==> config.mk <==
export PLATFORM = sky130hd
export DESIGN_NAME = pifb_bank
export DESIGN_NICKNAME = d
export VERILOG_FILES = /design/src/verilog/pifb_pkg.sv /design/src/verilog/pifb_bank.sv
export VERILOG_INCLUDE_DIRS = /design/src /design/src/verilog
export SDC_FILE = /design/constraint.sdc
export NUM_CORES = 1
export LEC_CHECK = 0
export BUFFER_PORTS_ARGS = -buffer_cell sky130_fd_sc_hd__buf_2
export CAP_MARGIN = 20
export CORE_MARGIN = 2
export CORE_UTILIZATION = 52
export CTS_CLUSTER_SIZE = 16
export DETAILED_ROUTE_END_ITERATION = 16
export GPL_TIMING_DRIVEN = 1
export PLACE_DENSITY = 0.85
export RECOVER_POWER = 25
export REMOVE_ABC_BUFFERS = 1
export SETUP_SLACK_MARGIN = 0.15
export SYNTH_ARGS = -nofsm -noshare
export SYNTH_HDL_FRONTEND = slang
export SYNTH_SLANG_ARGS = --single-unit
==> constraint.sdc <==
create_clock -name clk_sys -period 3.7 [get_ports clk_sys]
set_input_delay 0.74 -clock clk_sys [delete_from_list [all_inputs] [get_ports clk_sys]]
set_output_delay 0.74 -clock clk_sys [all_outputs]
set_load 0.005 [all_outputs]
==> src/verilog/pifb_defs.svh <==
`ifndef PIFB_DEFS_SVH
`define PIFB_DEFS_SVH

// Byte offsets on the register bus
`define PIFB_OFS_FLAGS_TWO   5'h00
`define PIFB_OFS_FLAGS_THREE 5'h04
`define PIFB_OFS_EN_ONE      5'h08
`define PIFB_OFS_EN_TWO      5'h0c
`define PIFB_OFS_EN_THREE    5'h10
`define PIFB_OFS_IRQ_STATUS  5'h14
`define PIFB_OFS_IRQ_MASK    5'h18

// Flag bit positions, second flag register
`define PIFB_B_OSC 7
`define PIFB_B_CMP 6
`define PIFB_B_BCL 3
`define PIFB_B_LVD 2
`define PIFB_B_T3  1

// Flag bit positions, third flag register
`define PIFB_B_RX  5
`define PIFB_B_TX  4
`define PIFB_B_CC2 2
`define PIFB_B_CC1 1

// Status-only positions for the capture/compare events and the core request
`define PIFB_S_CC2 5
`define PIFB_S_CC1 4
`define PIFB_S_REQ 0

// Implemented-bit masks
`define PIFB_MASK_TWO    8'hce
`define PIFB_MASK_THREE  8'h36
`define PIFB_MASK_F3_SW  8'h06
`define PIFB_MASK_ONE    8'hfb

`define PIFB_RST_BYTE 8'h00
`define PIFB_ZERO_HI  24'h000000

`endif

==> src/verilog/pifb_pkg.sv <==
package pifb_pkg;

  typedef struct packed {
    logic [7:0] f2;
    logic [7:0] f3;
    logic [7:0] e1;
    logic [7:0] e2;
    logic [7:0] e3;
    logic [7:0] ist;
    logic [7:0] imsk;
    logic [7:0] rdata;
    logic       ack;
    logic       req_q;
  } pifb_state_t;

endpackage

==> src/verilog/pifb_bank.sv <==
// Design decisions made here: the Avalon-MM slave port and the placing of the registers.
`timescale 1ns/100ps
`include "pifb_defs.svh"

// Notes on behaviour
// Oscillator failure sets sticky flag bit 7
// Comparator change sets sticky flag bit 6
// Unimplemented bits read zero, ignore writes
// Bus collision sets sticky flag bit 3
// Low supply sets sticky flag bit 2
// Timer 3 overflow sets flag bit 1
// Receive-full bit is live, read-only
// Transmit-empty bit is live, read-only
// Second capcmp event sets bit 2, not PWM
// First capcmp event sets bit 1, not PWM
// Without priorities, group enable gates requests
// First enable register: seven-source layout, bit 2 unimplemented
// Second enable register mirrors second flags
// Third enable register mirrors third flags
// All flags and enables zero after reset
// Flags set regardless of any enable
// Priority enable selects priority or legacy mode
// Request is OR of flag-and-enable pairs
// Software clears flags before enabling, after service
module pifb_bank (
  input  wire logic        clk_sys,
  input  wire logic        sys_rst,
  input  wire logic [4:0]  avs_address,
  input  wire logic        avs_read,
  input  wire logic        avs_write,
  input  wire logic [31:0] avs_writedata,
  input  wire logic [3:0]  avs_byteenable,
  output logic      [31:0] avs_readdata,
  output logic             avs_waitrequest,
  input  wire logic        osc_fail_evt,
  input  wire logic        comparator_change_evt,
  input  wire logic        bus_collision_evt,
  input  wire logic        low_voltage_evt,
  input  wire logic        timer3_overflow_evt,
  input  wire logic        serial2_rx_full,
  input  wire logic        serial2_tx_empty,
  input  wire logic        capcmp2_evt,
  input  wire logic        capcmp2_pwm_mode,
  input  wire logic        capcmp1_evt,
  input  wire logic        capcmp1_pwm_mode,
  input  wire logic [7:0]  peripheral_flags_one,
  input  wire logic        priority_levels_enable,
  input  wire logic        peripheral_group_enable,
  output logic             peripheral_request,
  output logic             core_peripheral_irq,
  output logic             irq
);

  pifb_pkg::pifb_state_t st_reg;
  pifb_pkg::pifb_state_t st_next;

  logic [4:0] sel;
  logic       wr_fire;
  logic       rd_start;
  logic [7:0] wd;
  logic [7:0] f3_view;
  logic [7:0] ev2;
  logic [7:0] ev3;
  logic [7:0] evs;
  logic [7:0] rd_mux;
  logic       acc_f2;
  logic       acc_f3;

  assign sel      = {avs_address[4:2], 2'b00};
  assign wd       = avs_writedata[7:0];
  // A write lands only on the edge where waitrequest is seen low
  assign wr_fire  = avs_write & st_reg.ack & avs_byteenable[0];
  assign rd_start = avs_read & ~st_reg.ack;
  assign acc_f2   = wr_fire && (sel == `PIFB_OFS_FLAGS_TWO);
  assign acc_f3   = wr_fire && (sel == `PIFB_OFS_FLAGS_THREE);

  // Port status bits follow the serial port directly; the port itself
  // drops them when its buffer is read or written
  always_comb begin
    f3_view = st_reg.f3 & `PIFB_MASK_F3_SW;
    f3_view[`PIFB_B_RX] = serial2_rx_full;
    f3_view[`PIFB_B_TX] = serial2_tx_empty;
  end

  assign peripheral_request = |(st_reg.f2 & st_reg.e2) |
                              |(f3_view & st_reg.e3) |
                              |(peripheral_flags_one & st_reg.e1);
  // Priority mode hands the request on; legacy mode needs the group enable
  assign core_peripheral_irq = peripheral_request &
                               (priority_levels_enable | peripheral_group_enable);  // see R11
  assign irq             = |(st_reg.ist & st_reg.imsk);
  assign avs_waitrequest = (avs_read | avs_write) & ~st_reg.ack;
  assign avs_readdata    = {`PIFB_ZERO_HI, st_reg.rdata};

  always_comb begin
    st_next = st_reg;

    // Events are gathered regardless of enables so software may poll
    ev2 = `PIFB_RST_BYTE;
    ev2[`PIFB_B_OSC] = osc_fail_evt;           // see R1
    ev2[`PIFB_B_CMP] = comparator_change_evt;
    ev2[`PIFB_B_BCL] = bus_collision_evt;
    ev2[`PIFB_B_LVD] = low_voltage_evt;
    ev2[`PIFB_B_T3]  = timer3_overflow_evt;
    ev3 = `PIFB_RST_BYTE;
    ev3[`PIFB_B_CC2] = capcmp2_evt & ~capcmp2_pwm_mode;
    ev3[`PIFB_B_CC1] = capcmp1_evt & ~capcmp1_pwm_mode;

    evs = ev2 & `PIFB_MASK_TWO;
    evs[`PIFB_S_CC2] = ev3[`PIFB_B_CC2];
    evs[`PIFB_S_CC1] = ev3[`PIFB_B_CC1];
    evs[`PIFB_S_REQ] = core_peripheral_irq & ~st_reg.req_q;

    rd_mux = `PIFB_RST_BYTE;
    unique case (sel)
      `PIFB_OFS_FLAGS_TWO:   rd_mux = st_reg.f2;
      `PIFB_OFS_FLAGS_THREE: rd_mux = f3_view;
      `PIFB_OFS_EN_ONE:      rd_mux = st_reg.e1;
      `PIFB_OFS_EN_TWO:      rd_mux = st_reg.e2;
      `PIFB_OFS_EN_THREE:    rd_mux = st_reg.e3;
      `PIFB_OFS_IRQ_STATUS:  rd_mux = st_reg.ist;
      `PIFB_OFS_IRQ_MASK:    rd_mux = st_reg.imsk;
      default:               rd_mux = `PIFB_RST_BYTE;
    endcase

    // Software writes the flags; an event in the same cycle wins
    if (acc_f2) begin
      st_next.f2 = wd & `PIFB_MASK_TWO;
    end
    st_next.f2 = st_next.f2 | (ev2 & `PIFB_MASK_TWO);
    if (acc_f3) begin
      st_next.f3 = wd & `PIFB_MASK_F3_SW;
    end
    st_next.f3 = st_next.f3 | ev3;

    if (wr_fire && (sel == `PIFB_OFS_EN_ONE)) begin
      st_next.e1 = wd & `PIFB_MASK_ONE;
    end
    if (wr_fire && (sel == `PIFB_OFS_EN_TWO)) begin
      st_next.e2 = wd & `PIFB_MASK_TWO;
    end
    if (wr_fire && (sel == `PIFB_OFS_EN_THREE)) begin
      st_next.e3 = wd & `PIFB_MASK_THREE;
    end

    if (wr_fire && (sel == `PIFB_OFS_IRQ_STATUS)) begin
      st_next.ist = st_reg.ist & ~wd;
    end
    st_next.ist = st_next.ist | evs;
    if (wr_fire && (sel == `PIFB_OFS_IRQ_MASK)) begin
      st_next.imsk = wd;
    end

    st_next.req_q = core_peripheral_irq;
    // One wait cycle per access keeps read data in a flip-flop
    st_next.ack = (avs_read | avs_write) & ~st_reg.ack;
    if (rd_start) begin
      st_next.rdata = rd_mux;
    end
  end

  always_ff @(posedge clk_sys) begin
    if (sys_rst) begin
      st_reg <= '0;
    end else begin
      st_reg <= st_next;
    end
  end
endmodule

* After elaboration in Yosys (flattened, before gate mapping) *
Index checks and enable logic that the tools add are counted.
W data, S select, Z words.

storage, ports and cells
  register bits after elaboration = 58
  input bits = 66
  output and inout bits = 36
  word-level logic and storage cells = 57

cells by class
  eq/ne operators = 6
  muxes and demuxes = 4
  bitwise gates (word level) = 25
  reduce and logical (&&, ||, !) cells = 12

operators by type and width
  cell                  count
  $pmux W8 S7           1
  $and A8 B8 Y8         4
  $reduce_or A8 Y1      4
  $mux W8               3
  $or A8 B8 Y8          2
  $eq A3 B3 Y1 const B  3
  $and A1 B1 Y1         8
  $not A8 Y8            1
  $or A8 B3 Y8          1
  $logic_and A1 B1 Y1   7
  $and A6 B6 Y6         1
  $eq A3 B2 Y1 const B  2
  $logic_not A5 Y1      1
  $not A1 Y1            4
  $or A1 B1 Y1          4
  $eq A3 B1 Y1 const B  1

* Longest topological paths before layout *
  depth after elaboration = 7
  depth in mapped cells = 6
  gate-level depth less buffers = 4

* Worst setup path before layout *
No wires, ideal clock.

  path type = input to output
  start point = input peripheral_flags_one[5]
  end point = output core_peripheral_irq
  arrival time = 1.409 ns
  required time = 2.960 ns
  path slack = 1.551 ns
  stages on the path = 4
  buffers on the path = 0
  path through = a22o_1 a221oi_1 and4_1 nor2_1

between the ends
  cells in the longest elaborated chain, start to end = 4

RTL lines
  element             line             source
  start: declaration  pifb_bank.sv:46  input wire logic [7:0] peripheral_flags_one,
  $and A8 B8 Y8       pifb_bank.sv:87  |(peripheral_flags_one & st_reg.e1);
  $reduce_or A8 Y1    pifb_bank.sv:87
  $or A1 B1 Y1        pifb_bank.sv:87
  $and A1 B1 Y1       pifb_bank.sv:89  assign core_peripheral_irq = peripheral_request &
  end: declaration    pifb_bank.sv:50  output logic core_peripheral_irq,

Every way passes these cells.

==> impl_metrics.py <==
metrics = {
    "sta": {
        "setup_viol": 0,
        "fin_tns_setup_ns": 0,
        "relSlewSlack_pct": -33.7,
        "tightest_slew_ns": 2.01,
        "max_freq_mhz": 363,
        "rsz0062_at_grt": "no",
        "worst_slack_ns": 0.946,
        "min_period_ns": 2.75,
        "slew_viol_final": 46,
        "finalClockSkew_ns": 0.00542,
        "post-route-period-util_pct": 74.4,
        "hold_viol": 0,
    },
    "die": {
        "die_x_um": 73.8,
        "initial_core_util_pct": 53.7,
        "row_count": 25,
        "die_area_mm2": 0.00545,
        "die_h_um": 73.8,
        "core-area_mm2": 0.00472,
        "ios": 102,
    },
    "setup_path": {
        "startpoint_type": "input pin",
        "max_stage_delay_ns": 1.40,
        "cp.depth": 3,
        "reg2reg_to": "st_reg[22]",
        "cp-end-kind": "flop",
        "path_max_fanout": 45,
        "worst_r2r_startpoint": "st_reg[1]",
        "cp_slowest_cell": "clkbuf_1",
        "cp_top_family": "buffers and inverters",
        "crit_buf_inv": 1,
        "ff2ff_path_depth": 4,
        "rrSetupSlack_ns": 1.60,
        "cp_cell_sequence": "clkbuf_1 > nor2_1 > a22o_1",
        "endpoint": "avs_readdata[7]",
        "cp-startpoint": "sys_rst",
        "critical_path_class": "input pin to flop",
        "critPathArrivalTime_ns": 2.96,
        "required_ns": 3.90,
    },
    "synth": {
        "yosysUniqueCellTypes": 37,
        "synth_top_area_cell": "dfxtp_1",
        "async_reset_ff_share_pct": 0,
        "synth_seq_cells": 49,
        "synth_area_leaders": "dfxtp_1 39%, buf_4 10%, a21oi_1 7.3%",
        "yosysSeqAreaShare_pct": 38.7,
        "yosys-top-cells-count": "49 x dfxtp_1, 37 x a21oi_1, 34 x buf_4",
        "yosysTopAreaCellShare_pct": 38.7,
        "syn_avg_cell_area_um2": 8.62,
        "synth_enable_flop_cells": 0,
        "synthesis.area_mm2": 0.00253,
        "yosysWarnings": 0,
        "synth_most_common_cell": "dfxtp_1",
        "dominantRegCellSynth": "dfxtp_1",
        "syn_inst": 294,
    },
    "route": {
        "wl_per_cell_um": 16.4,
        "wirelength_um": 6410,
        "num_vias": 2283,
        "drc": 0,
        "ant_nets": 0,
        "viasPerCell": 5.85,
        "drt-initial-drc-count": 278,
        "detail_route.first_pass.iterations": 5,
    },
    "clocking": {
        "ctsResizeCount": 0,
        "clk_latency_ns": 0.31,
        "clk_path_buf_depth": 2,
        "cts-root-buf": "clkbuf_8",
        "cts_tree": "built",
        "numCtsBuffers": 5,
        "h-tree-depth": 2,
        "cts.sinks": 49,
        "hold_buffers": 0,
        "clkTransAtPathRegs_ns": 0.09,
        "post_cts_buffers": 0,
    },
    "pwr": {
        "power_density_mw_per_mm2": 387,
        "finalPower_mw": 1.05,
        "ir_drop_mv": 0.186,
        "p_leak_nw": 1.11,
    },
    "global_route": {
        "overflow": 0,
        "grt_usage_pct": 24.1,
        "grt_pass1_wl_um": 9980,
        "grt_max_degree": 46,
        "antenna_found_initial": 0,
        "first_global_vias": 2045,
    },
    "hold_path": {
        "hold_path_class": "flop to flop",
        "hold_start": "avs_readdata[1]",
    },
    "cells_and_area": {
        "multi_input_area_mm2": 0.00128,
        "area_delta_synth_final_pct": 7.01,
        "final-seq-area_um2": 981,
        "n_antenna_cell": 0,
        "largest_reg_flops": 39,
        "fin_nets": 389,
        "fill_cells": 423,
        "drive_above_1_share_pct": 19.2,
        "stdcell_count": 390,
    },
    "placed_design": {
        "pre_cts_ws_ns": 1.02,
        "portBuffers": 47,
        "dp_hpwl_um": 4510,
        "dp.cells": 383,
        "place_congestion": 0.898,
    },
    "run": {
        "cap_violations": 1,
    },
    "status": {
        "violations": "max-capacitance violations, max-slew violations",
        "status": "complete, but fails checks",
    },
}
[routing by layer]
metal  routed length, um  global-route usage (%)  share of wire, %
met5                   0                       0                 0
met3                 569                    3.57               8.9
met2                3050                    39.4                48
met4                 193                    10.9               3.0
met1                2600                    31.4                41
[stage by stage]
step	hold slack, ns	area [um2]	util (%)
4_1_cts	0.438	2720	57.5
2_1_floorplan	0.401	2290	-
6_report	0.436	2710	57.4
5_1_grt	0.464	2710	57.4
3_3_place_gp	0.411	2610	55.3
3_5_place_dp	0.414	2610	55.3
[cells by family after synthesis]
family,Yosys count,share of synthesized area (%)
AOI/OAI and AO/OA,102,26.0
other,1,0.148
buffers and inverters,56,14.1
and+or+nand+nor,68,12.7
DFF,49,38.7
muxes,18,8.34
[worst min path at each step]
stage                            endpoint  slack [ns]  depth (start not counted)
final                     avs_readdata[1]        0.44                          2
after CTS                      st_reg[18]        0.44                          1
after global placement         st_reg[18]        0.41                          1
after global routing           st_reg[18]        0.46                          1
after detailed placement       st_reg[18]        0.41                          1
after floorplan                st_reg[18]        0.40                          1
[where the power goes]
part / leakage (nW) / switching, mW / internal (mW) / total [mW]
Combinational: 0.655 / 0.0720 / 0.0452 / 0.117
Sequential: 0.400 / 0.0148 / 0.545 / 0.559
Clock: 0.0540 / 0.176 / 0.197 / 0.373
[area by class of cell]
| cell class | instances | area share (%) |
|---|---|---|
| Clock buffer | 5 | 2.54 |
| Sequential cell | 49 | 36.2 |
| Timing Repair Buffer | 47 | 8.49 |
| Multi-Input combinational cell | 212 | 47.3 |
| Inverter | 8 | 1.11 |
| Tap cell | 67 | 3.09 |
| Clock inverter | 2 | 1.29 |
[tightest hold or removal path, delay by kind of cell, from the launching register on]
family,cells,cell delay (ns)
and+or+nand+nor,2,0.09
DFF,1,0.31
[cell usage in the layout (no fill, tap or decap), drive strengths merged, types with 2 or more instances in the layout]
cell and n:
a21bo 2, a21oi 37, a221oi 7, a22o 8, a22oi 8, a311oi 6
buf 43, clkbuf 9, conb 24, dfxtp 49, inv 8, mux2 5
mux2i 11, mux4 2, nand2 33, nand2b 5, nand4 2, nor2 17
nor2b 2, nor3 4, o211ai 4, o21ai 24
Note: power is estimated with default switching activity, not from simulation.
